**config.mk**
```make
export PLATFORM = sky130hd
export DESIGN_NAME = abc_clock_config
export DESIGN_NICKNAME = d
export VERILOG_FILES = /design/src/abc_pkg.sv /design/src/abc_clock_config.sv
export SDC_FILE = /design/constraint.sdc
export NUM_CORES = 1
export LEC_CHECK = 0
export ABC_CLOCK_PERIOD_IN_PS = 2370
export BUFFER_PORTS_ARGS = -buffer_cell sky130_fd_sc_hd__buf_4
export CAP_MARGIN = 10
export CORE_MARGIN = 2
export CORE_UTILIZATION = 48
export CTS_BUF_LIST = sky130_fd_sc_hd__clkbuf_16
export CTS_CLUSTER_SIZE = 24
export DETAILED_ROUTE_END_ITERATION = 12
export PLACE_DENSITY = 0.69
export SETUP_SLACK_MARGIN = 0.4
export SLEW_MARGIN = 25
export SYNTH_ARGS = -nofsm -noshare
export SYNTH_HDL_FRONTEND = slang
export SYNTH_SLANG_ARGS = --single-unit
```
**constraint.sdc**
```tcl
create_clock -name i_mclk -period 2.37 [get_ports i_mclk]
set_input_delay 0.1185 -clock i_mclk [delete_from_list [all_inputs] [get_ports i_mclk]]
set_output_delay 0.1185 -clock i_mclk [all_outputs]
set_load 0.005 [all_outputs]
```
**src/abc_pkg.sv**
```systemverilog
// Purpose: Shared constants and carriers for the audio bridge clock config.
// Assumes: 100 MHz i_mclk, synchronous active-high reset.
// Notes:   Register offsets are byte addresses on the plain register port.
`default_nettype none

package abc_pkg;

  // ----------------------------------------------------------------------
  // Clock and timing
  // ----------------------------------------------------------------------
  localparam int unsigned CLK_HZ          = 100_000_000;
  localparam int unsigned CLK_PERIOD_NS   = 1_000_000_000 / CLK_HZ;
  localparam int unsigned LONG_PRESS_S    = 4;
  localparam int unsigned LONG_PRESS_CYC  = LONG_PRESS_S * CLK_HZ;
  localparam int unsigned MUX_GAP_NS      = 200;
  localparam int unsigned MUX_GAP_CYC     = (MUX_GAP_NS + CLK_PERIOD_NS - 1) / CLK_PERIOD_NS;
  localparam int unsigned WAKE_PULSE_NS   = 1000;
  localparam int unsigned WAKE_PULSE_CYC  = WAKE_PULSE_NS / CLK_PERIOD_NS;

  // ----------------------------------------------------------------------
  // Register map
  // ----------------------------------------------------------------------
  localparam logic [7:0] OFS_BOOT_CFG  = 8'h00;
  localparam logic [7:0] OFS_AUDIO_CFG = 8'h04;
  localparam logic [7:0] OFS_VALUE0    = 8'h08;
  localparam logic [7:0] OFS_VALUE1    = 8'h0C;
  localparam logic [7:0] OFS_VALUE2    = 8'h10;
  localparam logic [7:0] OFS_STATUS    = 8'h14;
  localparam logic [7:0] OFS_ID        = 8'h18;

  // Boot config fields
  localparam int unsigned BC_PRIMARY   = 0;
  localparam int unsigned BC_CLK_EXT   = 1;
  localparam int unsigned BC_HOLDER    = 2;
  localparam int unsigned BC_LVL_1V2   = 3;
  localparam int unsigned BC_RF_LSB    = 4;
  localparam int unsigned BC_INST      = 8;
  // Audio config fields
  localparam int unsigned AC_IN_LSB    = 0;
  localparam int unsigned AC_OUT_LSB   = 2;
  localparam int unsigned AC_RATE_CONVERTER_DSI  = 4;
  localparam int unsigned AC_RATE_CONVERTER_SPD  = 5;
  localparam int unsigned AC_STRM_LSB  = 6;

  // Reset values
  localparam logic [8:0] BOOT_CFG_RST  = 9'h004;
  localparam logic [7:0] AUDIO_CFG_RST = 8'h00;
  // Arbitrary neutral identity value
  localparam logic [15:0] ID_VALUE     = 16'hA5C3;

  // ----------------------------------------------------------------------
  // Encodings
  // ----------------------------------------------------------------------
  localparam logic [1:0] SRC_SYNTH = 2'h0;
  localparam logic [1:0] SRC_CONN  = 2'h1;
  localparam logic [1:0] SRC_COAX  = 2'h2;
  localparam logic [3:0] RF_NONE   = 4'h0;
  localparam logic [3:0] RF_MAX    = 4'h9;
  localparam logic [24:0] RF2_SYNTH_HZ = 25'h1588736;

  // Applied framer setup, taken from the pending copy only at reboot
  typedef struct packed {
    logic       primary;
    logic       clk_ext;
    logic [3:0] rf;
    logic       inst;
  } abc_boot_t;

  // One-hot master clock source enables
  typedef struct packed {
    logic synth;
    logic conn;
    logic coax;
  } abc_mclk_en_t;

endpackage : abc_pkg

`default_nettype wire

```
**src/abc_clock_config.sv**
```systemverilog
// Purpose: Clock, boot and stream configuration control of the audio bridge.
// Assumes: Register port and gear/rate inputs are on i_mclk; button is a pin.
// Notes:   Clock multiplexers themselves sit outside; this drives their enables.
//
// The address-and-strobe port and the register addresses were decided locally.
`default_nettype none

// How it works
// - Framer boots inactive or primary from the applied boot setting.
// - Framer clock picks 12MHz-referenced synth or external clock input.
// - Applied root code programs framer synth and framing information.
// - Codes 1..9 map to nominal frequencies; code 0 means not indicated.
// - Synth for code 2 targets 22.578998 MHz; others exactly nominal.
// - Bus-holder on data line enabled or disabled by configuration.
// - Bus IO level selects 1.8V or 1.2V.
// - Instance value is 0 or 1 for two bridges on one bus.
// - Three bus-writable value elements drive bridge functions.
// - Button held four seconds then released reboots and hard-resets bus.
// - Boot mode, root code, instance apply only at long-press reboot; status shows applied.
// - Knob press while bus clock paused drives the data line high for 1 us.
// - Input master clock from synth, input connector or coax.
// - Output master clock from synth, output connector or coax.
// - Selected master clock of each side driven on buffered output.
// - Rate converters on digital and serial input, each with own enable.
// - Fed master clock runs at 128 or 256 times sample rate.
// - Synth-sourced output clocks derive from bus clock, no converter.
// - Streaming refused while bus gear below synth reference gear.
// - Differing reference gears: never both synths; flag error.
// - Outputs play one of four streams, each a port pair.
module abc_clock_config #(
  parameter int unsigned LONG_PRESS_CYCLES = abc_pkg::LONG_PRESS_CYC
) (
  // Clock and reset
  input  wire logic                  i_mclk,
  input  wire logic                  i_srst,
  // Register port
  input  wire logic [7:0]            i_addr,
  input  wire logic [31:0]           i_wdata,
  input  wire logic                  i_wr,
  input  wire logic                  i_rd,
  output logic      [31:0]           o_rdata,
  // Front panel and bus core status
  input  wire logic                  i_button,
  input  wire logic                  i_bus_clk_paused,
  input  wire logic [3:0]            i_bus_clock_gear,
  input  wire logic [3:0]            i_in_ref_gear,
  input  wire logic [3:0]            i_out_ref_gear,
  input  wire logic                  i_in_rate_high,
  // Framer and bus interface setup
  output logic                       o_framer_primary,
  output logic                       o_framer_clk_ext,
  output logic                       o_framer_synth_en,
  output logic      [24:0]           o_framer_synth_hz,
  output logic      [3:0]            o_root_freq_code,
  output logic                       o_instance_value,
  output logic                       o_bus_holder_en,
  output logic                       o_io_level_1v2,
  output logic                       o_ctrl_reboot,
  output logic                       o_bus_hard_rst,
  // Bus data line wake drive
  output logic                       o_data_out,
  output logic                       o_data_oe,
  // Master clock muxes and buffers
  output abc_pkg::abc_mclk_en_t      o_in_mclk_en,
  output abc_pkg::abc_mclk_en_t      o_out_mclk_en,
  output logic                       o_in_mclk_buf_en,
  output logic                       o_out_mclk_buf_en,
  output logic                       o_in_mclk_128fs,
  // Audio path setup
  output logic                       o_rate_converter_dsi_en,
  output logic                       o_rate_converter_spdif_en,
  output logic                       o_out_from_bus_clk,
  output logic                       o_stream_ok,
  output logic                       o_synth_conflict,
  output logic      [1:0]            o_stream_sel,
  output logic      [2:0]            o_stream_port_lo,
  output logic      [23:0]           o_value_element
);

  // ------------------------------------------------------------------------
  // Types and state
  // ------------------------------------------------------------------------
  typedef enum logic [1:0] {BTN_IDLE, BTN_SHORT, BTN_LONG} abc_btn_t;

  typedef struct packed {
    logic [31:0]           rdata;
    logic [8:0]            boot_pend;
    logic [7:0]            audio_cfg;
    logic [23:0]           values;
    abc_pkg::abc_boot_t    boot;
    logic [1:0]            btn_sync;
    abc_btn_t              btn;
    logic [31:0]           held;
    logic                  reboot;
    logic [15:0]           wake_cnt;
    logic [1:0]            in_src;
    logic [1:0]            out_src;
    logic [7:0]            in_gap;
    logic [7:0]            out_gap;
    abc_pkg::abc_mclk_en_t in_en;
    abc_pkg::abc_mclk_en_t out_en;
    logic                  stream_ok;
    logic                  conflict;
    logic                  rate128;
    logic [24:0]           synth_hz;
    logic                  synth_en;
    logic [1:0]            buf_en;
    logic                  data_oe;
    logic [2:0]            port_lo;
  } abc_state_t;

  abc_state_t s_q;
  abc_state_t s_d;

  // ------------------------------------------------------------------------
  // Functions
  // ------------------------------------------------------------------------
  // nominal root frequency in Hz; zero for not indicated
  function automatic logic [24:0] rf_nominal_hz(input logic [3:0] code);
    unique case (code)
      4'h1:    rf_nominal_hz = 25'h1770000;
      4'h2:    rf_nominal_hz = 25'h1588800;
      4'h3:    rf_nominal_hz = 25'h0EA6000;
      4'h4:    rf_nominal_hz = 25'h1005900;
      4'h5:    rf_nominal_hz = 25'h124F800;
      4'h6:    rf_nominal_hz = 25'h16E3600;
      4'h7:    rf_nominal_hz = 25'h17D7840;
      4'h8:    rf_nominal_hz = 25'h18CBA80;
      4'h9:    rf_nominal_hz = 25'h19BFCC0;
      default: rf_nominal_hz = 25'h0000000;
    endcase
  endfunction : rf_nominal_hz

  // One-hot enable for a source code
  function automatic abc_pkg::abc_mclk_en_t src_onehot(input logic [1:0] src);
    src_onehot.synth = (src == abc_pkg::SRC_SYNTH);
    src_onehot.conn  = (src == abc_pkg::SRC_CONN);
    src_onehot.coax  = (src == abc_pkg::SRC_COAX);
  endfunction : src_onehot

  // Source field with illegal code folded onto the synth
  function automatic logic [1:0] src_legal(input logic [1:0] src);
    src_legal = (src == 2'h3) ? abc_pkg::SRC_SYNTH : src;
  endfunction : src_legal

  // ------------------------------------------------------------------------
  // Next-state logic
  // ------------------------------------------------------------------------
  logic [1:0] want_in;
  logic [1:0] want_out;
  logic       both_synth;
  logic       any_synth;
  logic [3:0] ref_gear;

  always_comb begin
    s_d       = s_q;
    s_d.rdata = 32'h00000000;
    want_in   = src_legal(s_q.audio_cfg[abc_pkg::AC_IN_LSB +: 2]);
    want_out  = src_legal(s_q.audio_cfg[abc_pkg::AC_OUT_LSB +: 2]);

    // Register writes
    if (i_wr) begin
      unique case (i_addr)
        abc_pkg::OFS_BOOT_CFG:  s_d.boot_pend = i_wdata[8:0];
        abc_pkg::OFS_AUDIO_CFG: s_d.audio_cfg = i_wdata[7:0];
        abc_pkg::OFS_VALUE0:    s_d.values[7:0]   = i_wdata[7:0];
        abc_pkg::OFS_VALUE1:    s_d.values[15:8]  = i_wdata[7:0];
        abc_pkg::OFS_VALUE2:    s_d.values[23:16] = i_wdata[7:0];
        default: ;
      endcase
    end
    s_d.port_lo = {s_d.audio_cfg[abc_pkg::AC_STRM_LSB +: 2], 1'b0};

    // Register reads, data in the following cycle; unmapped read as zero
    if (i_rd) begin
      unique case (i_addr)
        abc_pkg::OFS_BOOT_CFG:  s_d.rdata = {23'h000000, s_q.boot_pend};
        abc_pkg::OFS_AUDIO_CFG: s_d.rdata = {24'h000000, s_q.audio_cfg};
        abc_pkg::OFS_VALUE0:    s_d.rdata = {24'h000000, s_q.values[7:0]};
        abc_pkg::OFS_VALUE1:    s_d.rdata = {24'h000000, s_q.values[15:8]};
        abc_pkg::OFS_VALUE2:    s_d.rdata = {24'h000000, s_q.values[23:16]};
        abc_pkg::OFS_STATUS:    s_d.rdata = {23'h000000, s_q.conflict, s_q.stream_ok,
                                             s_q.boot.inst, s_q.boot.rf,
                                             s_q.boot.clk_ext, s_q.boot.primary};
        abc_pkg::OFS_ID:        s_d.rdata = {16'h0000, abc_pkg::ID_VALUE};
        default:                s_d.rdata = 32'h00000000;
      endcase
    end

    // Button synchroniser; only the second stage is looked at
    s_d.btn_sync = {s_q.btn_sync[0], i_button};
    s_d.reboot   = 1'b0;

    unique case (s_q.btn)
      BTN_IDLE: begin
        s_d.held = 32'h00000000;
        if (s_q.btn_sync[1]) begin
          s_d.btn = BTN_SHORT;
          if (i_bus_clk_paused && s_q.wake_cnt == 16'h0000) begin
            s_d.wake_cnt = 16'(abc_pkg::WAKE_PULSE_CYC);
          end
        end
      end
      BTN_SHORT: begin
        s_d.held = s_q.held + 32'h00000001;
        if (!s_q.btn_sync[1]) begin
          s_d.btn = BTN_IDLE;
        end else if (s_q.held >= 32'(LONG_PRESS_CYCLES - 2)) begin
          s_d.btn = BTN_LONG;
        end
      end
      BTN_LONG: begin
        if (!s_q.btn_sync[1]) begin
          s_d.btn    = BTN_IDLE;
          s_d.reboot = 1'b1;
        end
      end
    endcase

    if (s_q.wake_cnt != 16'h0000) begin
      s_d.wake_cnt = s_q.wake_cnt - 16'h0001;
    end
    s_d.data_oe = (s_d.wake_cnt != 16'h0000);

    // pending boot setup applies only on reboot
    if (s_q.reboot) begin
      s_d.boot.primary = s_q.boot_pend[abc_pkg::BC_PRIMARY];
      s_d.boot.clk_ext = s_q.boot_pend[abc_pkg::BC_CLK_EXT];
      s_d.boot.inst    = s_q.boot_pend[abc_pkg::BC_INST];
      s_d.boot.rf      = (s_q.boot_pend[abc_pkg::BC_RF_LSB +: 4] > abc_pkg::RF_MAX) ?
                         abc_pkg::RF_NONE : s_q.boot_pend[abc_pkg::BC_RF_LSB +: 4];
    end
    // synth target follows the applied code
    s_d.synth_en = !s_d.boot.clk_ext && (s_d.boot.rf != abc_pkg::RF_NONE);
    s_d.synth_hz = (s_d.boot.rf == 4'h2) ? abc_pkg::RF2_SYNTH_HZ : rf_nominal_hz(s_d.boot.rf);

    if (s_q.in_gap != 8'h00) begin
      s_d.in_gap = s_q.in_gap - 8'h01;
      if (s_q.in_gap == 8'h01) begin
        s_d.in_src = want_in;
      end
    end else if (want_in != s_q.in_src) begin
      s_d.in_gap = 8'(abc_pkg::MUX_GAP_CYC);
    end

    if (s_q.out_gap != 8'h00) begin
      s_d.out_gap = s_q.out_gap - 8'h01;
      if (s_q.out_gap == 8'h01) begin
        s_d.out_src = want_out;
      end
    end else if (want_out != s_q.out_src) begin
      s_d.out_gap = 8'(abc_pkg::MUX_GAP_CYC);
    end

    // both synths need matching reference gears
    both_synth   = (s_q.in_src == abc_pkg::SRC_SYNTH) && (s_q.out_src == abc_pkg::SRC_SYNTH);
    s_d.conflict = both_synth && (i_in_ref_gear != i_out_ref_gear);

    // input source enable, idle during the gap
    s_d.in_en = (s_d.in_gap != 8'h00 || s_q.in_gap != 8'h00) ? 3'b000 :
                src_onehot(s_q.in_src);
    // output source enable; output synth held off on conflict
    s_d.out_en = (s_d.out_gap != 8'h00 || s_q.out_gap != 8'h00) ? 3'b000 :
                 src_onehot(s_q.out_src);
    if (s_d.conflict) begin
      s_d.out_en.synth = 1'b0;
    end
    s_d.buf_en = {|s_d.in_en, |s_d.out_en};

    // streaming needs bus gear at or above the reference gear
    any_synth = (s_q.in_src == abc_pkg::SRC_SYNTH) || (s_q.out_src == abc_pkg::SRC_SYNTH);
    ref_gear  = (s_q.in_src == abc_pkg::SRC_SYNTH) ? i_in_ref_gear : i_out_ref_gear;
    if (both_synth && i_out_ref_gear > i_in_ref_gear) begin
      ref_gear = i_out_ref_gear;
    end
    s_d.stream_ok = !s_d.conflict && !(any_synth && i_bus_clock_gear < ref_gear);

    // fed master clock ratio follows the presence rate
    s_d.rate128 = i_in_rate_high;
  end

  // ------------------------------------------------------------------------
  // State register
  // ------------------------------------------------------------------------
  always_ff @(posedge i_mclk) begin
    if (i_srst) begin
      s_q           <= '0;
      s_q.btn       <= BTN_IDLE;
      s_q.boot_pend <= abc_pkg::BOOT_CFG_RST;
      s_q.audio_cfg <= abc_pkg::AUDIO_CFG_RST;
    end else begin
      s_q <= s_d;
    end
  end

  // ------------------------------------------------------------------------
  // Outputs, all but the tied-high o_data_out straight from the state register
  // ------------------------------------------------------------------------
  // boot behaviour and framer clock source
  assign o_framer_primary   = s_q.boot.primary;
  assign o_framer_clk_ext   = s_q.boot.clk_ext;
  // applied root code, synth and instance; code 0 not synthesised
  assign o_root_freq_code   = s_q.boot.rf;
  assign o_framer_synth_en  = s_q.synth_en;
  assign o_framer_synth_hz  = s_q.synth_hz;
  assign o_instance_value   = s_q.boot.inst;
  // holder and IO level follow the live setting
  assign o_bus_holder_en    = s_q.boot_pend[abc_pkg::BC_HOLDER];
  assign o_io_level_1v2     = s_q.boot_pend[abc_pkg::BC_LVL_1V2];
  assign o_ctrl_reboot      = s_q.reboot;
  assign o_bus_hard_rst     = s_q.reboot;
  assign o_data_out         = 1'b1;
  assign o_data_oe          = s_q.data_oe;
  assign o_in_mclk_en       = s_q.in_en;
  assign o_out_mclk_en      = s_q.out_en;
  // buffered clock outputs follow the live source
  assign o_in_mclk_buf_en   = s_q.buf_en[1];
  assign o_out_mclk_buf_en  = s_q.buf_en[0];
  assign o_in_mclk_128fs    = s_q.rate128;
  assign o_rate_converter_dsi_en      = s_q.audio_cfg[abc_pkg::AC_RATE_CONVERTER_DSI];
  assign o_rate_converter_spdif_en    = s_q.audio_cfg[abc_pkg::AC_RATE_CONVERTER_SPD];
  assign o_out_from_bus_clk = s_q.out_en.synth;
  assign o_stream_ok        = s_q.stream_ok;
  assign o_synth_conflict   = s_q.conflict;
  assign o_stream_sel       = s_q.audio_cfg[abc_pkg::AC_STRM_LSB +: 2];
  assign o_stream_port_lo   = s_q.port_lo;
  assign o_value_element    = s_q.values;
  assign o_rdata            = s_q.rdata;
endmodule : abc_clock_config

`default_nettype wire

```
# Yosys cells after proc, flatten, opt, wreduce, memory -nomap -nowiden
# Memories as Yosys holds them, arrays and structs flattened.
# Index checks and enable logic that the tools add are counted.
op_classes:
  n_addsub: 4
  reduce_logical: 39
  order_cmp: 4
  muxes: 31
  n_eq_ne: 23
  bitwise: 2
op_table:
  columns: ["operator", "n"]
  rows:
  - ["$pmux 16 s7", 1]
  - ["$mux 16", 4]
  - ["$mux 8", 8]
  - ["$pmux 32 s2", 1]
  - ["$add 32x1->32 const B", 1]
  - ["$ge 32x29->1 const B", 1]
  - ["$mux 32", 1]
  - ["$reduce_bool 16->1", 2]
  - ["$reduce_bool 8->1", 4]
  - ["$mux 25", 1]
  - ["$eq 8x5->1 const B", 3]
  - ["$eq 8x1->1 const B", 2]
  - ["$eq 8x4->1 const B", 2]
  - ["$logic_not 16->1", 1]
  - ["$sub 16x1->16 const B", 1]
  - ["$sub 8x1->8 const B", 2]
  - ["$reduce_and 2->1", 7]
  - ["$mux 2", 6]
  - ["$mux 4", 3]
  - ["$eq 2x2->1 const B", 5]
  - ["$eq 8x3->1 const B", 1]
  - ["$logic_not 8->1", 1]
  - ["$logic_and 1x1->1", 7]
  - ["$eq 2x1->1 const B", 3]
  - ["other kinds (21)", 35]
word_totals:
  output_inout_bits: 114
  input_bits: 59
  mem_count: 1
  rom_bits: 304
  reg_bits: 192
  wordCells: 139
memory_table:
  columns: ["memory", "words", "word_bits", "rd", "rd_clocked_by_memory_dff", "write_ports", "line", "text"]
  rows:
  - ["(no name shown)", 16, 19, 1, 0, 0, "abc_clock_config.sv:120", "unique case (code)"]

# Logic depth before layout (Yosys ltp)
depth:
  depth_word: 10
  depth_mapped: 13
  depth_no_buf: 12

# Worst setup path after synthesis
# Ideal clock, no wire load.
synth_timing:
  path_kind: "flip-flop to flip-flop"
  from: "reg s_q, in the netlist o_bus_hard_rst"
  to: "reg s_q, in the netlist o_framer_synth_hz[20]"
  stages_incl_launch_ff: 10
  setup_slack_ns: 0.211
  period_less_slack_ns: 2.159
  t_required_ns: 2.238
  setup_ns: 0.132
  n_path_buf: 2
  t_arrival_ns: 2.027
  cell_sequence: "dfxtp_1 > buf_2 > inv_1 > a2bb2oi_2 > inv_1 > ha_1 > clkbuf_1 > or3_1 > o211ai_1 > a21oi_1"
synth_lines:
  columns: ["element", "line", "text"]
  rows:
  - ["from (decl)", "abc_clock_config.sv:112", "abc_state_t s_q;"]

# Worst setup path after layout
layout_timing:
  from: "reg s_q[65] in the netlist's numbering"
  to: "reg s_q, in the netlist o_data_oe"
layout_via:
  elab_chain_len: 7
  word_cells_on_any_way: 9
  classes_between: "add/sub: 1; mux: 4; reduce/logical: 4"
layout_lines:
  columns: ["element", "line", "text"]
  rows:
  - ["branches (longest 5 deep; another with $sub 16x1->16)", null, null]
  - ["$mux 16 (*)", "abc_clock_config.sv:220", "if (s_q.wake_cnt != 16'h0000) begin"]
  - ["$reduce_bool 16->1 (*)", "abc_clock_config.sv:223", "s_d.data_oe = (s_d.wake_cnt != 16'h0000);"]
# Mark *: on every way between the ends.
# A chain may end at the register's enable or synchronous reset.

==> impl_metrics.toml <==
[placement]
placed_area_um2 = 9070
port_buffers = 125
dp.final_hpwl_um = 13400
gp_congestion = 0.854

[timing]
grt_setup_unrepaired = "true"
tightest_slew_ns = 0.647
drv_slew = 0
setup_tns_ns = 0
timing.final.crit_share_pct = 78.9
clock_skew_ns = 0.00894
fin_hold_ws_ns = 0.00879
min_period_ns = 1.87
max_freq_mhz = 535
finalHoldViolations = 0
slew_headroom_pct = 56.8
setup_viol = 0

[power]
powerDensity_nw_per_um2 = 858
p_leak_nw = 4.07
max-vdd-ir-drop_mv = 0.491
total_power_mw = 8.55

[outcome]
status = "finished, final reports clean"

[yosys]
yosysUniqueCellTypes = 74
synth_cells = 971
ys_seq_area_share_pct = 39.0
yosysWarnings = 0
syn_avg_cell_area_um2 = 8.66
synth_edf_count = 0
syn_area_um2 = 8410
synth.ff_latch_count = 164
synthArstFlopShare_pct = 0
synthFlopType = "dfxtp_1"

[route]
post_drt_wl_per_cell_um = 14.7
firstDrtPassIters = 5
vias = 6826
drt_iter0_drc = 395
routed_wl_um = 19000
drcViolationCount = 0
ant_nets = 0
routed_via_density = 5.31

[global_route]
grt_max_degree = 62
antenna_found_initial = 0
grt_pass1_wl_um = 30400
grt_overflow = 0
grt_pass1_vias = 6204
track_usage_pct = 20.5

[cts]
cts_buffers = 17
cts.path.max_buffers = 2
clk_latency_ns = 0.43
htreeDepth = 4
ctsRootBufferMaster = "clkbuf_16"
clock-sinks = 164
cts.clk_slew.worst_paths_ns = 0.06
cts_tree = "built"

[worst_setup_path]
end_kind = "flop"
crit_top_cell = "a21boi_2"
path_cells = "nor4_4, buf_4, nand2_2, or4_1, a21boi_2, a21boi_2, a41oi_1"
slowest_stage = "or4_1"
critPathTopFamily = "simple AND/OR/NAND/NOR gates"
path_max_fanout = 10
max_stage_delay_ns = 0.42
path_class = "flop to flop"
worstPathArrival_ns = 2.17
cp.required_ns = 2.66
cp.buffers_inverters = 1
critPathLaunchType = "flop"

[floorplanning]
fp.dieArea_um2 = 18600
ioPinCount = 173
die_y_um = 136
coreArea_um2 = 17200
rows = 48
initial_core_util_pct = 48.8
die_w_um = 136

[cells_and_area]
drive_gt1_share_pct = 26.4
fillers = 1546
diodes = 0
nNetsFinal = 1133
postLayoutCellArea_um2 = 9970
area_growth_pct = 18.6

[run]
cap_viol_max_count = 0

[min_path]
hold_class = "input pin to flop"
[flip-flops by register name (all words and copies together) (netlist names), 2 cells and up]
signal / flops
s_q: 82
o_value_element: 24
o_framer_synth_hz: 20
o_rdata: 10
o_root_freq_code: 4
o_in_mclk_en: 3
o_out_mclk_en: 2
o_stream_sel: 2
[cell type report]
class                      instances  area, um2  share of cell area [%]
clock buffer                      17        425                    4.27
clock inverter                    15        164                    1.64
inverter                          24       90.1                   0.904
timing repair buffer             176       1370                    13.8
multi-input combinational        665       4340                    43.5
tap                              225        282                    2.82
sequential                       164       3300                    33.1
[tightest hold or removal path, cell delays in order]
cell,delay [ns]
buf_4,0.14
mux2i_1,0.07
nor2_1,0.07
[repair_timing]
item	4_1_cts	5_1_grt
pin swaps	3	10
endpoints found under the setup margin	9	34
hold endpoints to repair	38	0
hold buffers	11	0
gates resized for setup	7	30
buffers inserted	1	10
[final timing paths]
| kind | start | endpoint | slack (ns) | depth (start not counted) |
|---|---|---|---|---|
| max | s_q[65] | o_data_oe | 0.50 | 7 |
| min | i_wdata[7] | s_q[160] | 0.009 | 3 |
| max reg2reg | s_q[65] | o_data_oe | 0.50 | 7 |
| min reg2reg | s_d[113] | s_q[113] | 0.45 | 1 |
[per-stage QoR]
stage	instances	utilization, %	worst slack, ns
final	1286	57.8	0.499
after global routing	1286	57.8	0.367
after CTS	1276	56.9	0.353
after detailed placement	1232	52.6	0.193
after global placement	1232	52.6	0.233
after floorplan	993	-	0.413
[cell families (layout without fill, tap and decap cells)]
family / Yosys count / in the layout / share of synthesized area (%)
compound gates: 156 / 156 / 12.1
xor+xnor: 19 / 19 / 1.98
fa+ha+maj: 26 / 26 / 3.87
buf+inv: 164 / 232 / 11.9
flops: 164 / 164 / 39.0
mux: 59 / 59 / 8.05
other cells: 2 / 24 / 0.0893
simple gates: 381 / 381 / 22.9
[cells in the final DEF (no fill, tap or decap), drive strengths merged, types with 7 or more instances in the layout]
master       count
a211oi          11
a21oi           63
a22oi           12
and2             7
and3             7
and4             7
buf            165
clkbuf          17
clkinv           9
conb            24
dfxtp          164
dlygate4sd3     11
ha              26
inv             25
mux2            19
mux2i           35
nand2           92
nand2b           8
nand3           28
nand4           15
nor2           131
nor2b            9
nor3            22
nor4            15
o211ai           9
o21ai           11
or2              9
or3             11
xnor2           14
[where the power goes]
group | internal, mW | switching (mW) | total [mW] | leakage (nW)
logic | 1.20 | 1.26 | 2.46 | 2.45
registers | 3.02 | 0.319 | 3.34 | 1.33
clock network | 1.64 | 1.11 | 2.75 | 0.285
[routing by layer]
metal,global-route usage (%),share of wire [%],vias up
li1,-,-,3414
met2,32.9,47,175
met4,6.31,1.3,0
met5,0,0,-
met1,27.6,47,3217
met3,4.14,5.0,20
[cells in the mapped netlist, types with 3 or more instances]
| cell type | number | area share, % |
|---|---|---|
| a211oi_1 | 10 | 0.89 |
| a21o_1 | 6 | 0.54 |
| a21oi_1 | 63 | 3.7 |
| a22oi_1 | 12 | 1.1 |
| a311oi_1 | 5 | 0.52 |
| a31o_2 | 3 | 0.31 |
| a31oi_1 | 6 | 0.45 |
| and2_1 | 7 | 0.52 |
| and3_1 | 7 | 0.52 |
| and4_1 | 7 | 0.73 |
| buf_2 | 7 | 0.42 |
| buf_4 | 99 | 8.8 |
| clkbuf_1 | 31 | 1.4 |
| dfxtp_1 | 164 | 39 |
| ha_1 | 26 | 3.9 |
| inv_1 | 23 | 1.0 |
| mux2_2 | 19 | 2.5 |
| mux2i_1 | 35 | 4.2 |
| mux4_2 | 5 | 1.3 |
| nand2_1 | 89 | 4.0 |
| nand2b_1 | 8 | 0.60 |
| nand3_1 | 27 | 1.6 |
| nand3b_1 | 3 | 0.27 |
| nand4_1 | 15 | 1.1 |
| nand4b_1 | 3 | 0.31 |
| nor2_1 | 128 | 5.7 |
| nor2b_1 | 9 | 0.67 |
| nor3_1 | 20 | 1.2 |
| nor3b_1 | 3 | 0.27 |
| nor4_1 | 12 | 0.89 |
| nor4b_1 | 3 | 0.31 |
| o211ai_1 | 9 | 0.80 |
| o21a_1 | 5 | 0.45 |
| o21ai_0 | 11 | 0.65 |
| o22ai_1 | 5 | 0.37 |
| o31ai_1 | 4 | 0.36 |
| or2_2 | 9 | 0.67 |
| or3_1 | 11 | 0.82 |
| or4_1 | 3 | 0.27 |
| xnor2_1 | 14 | 1.5 |
| xor2_1 | 5 | 0.52 |
Note: power is estimated with default switching activity, not from simulation.
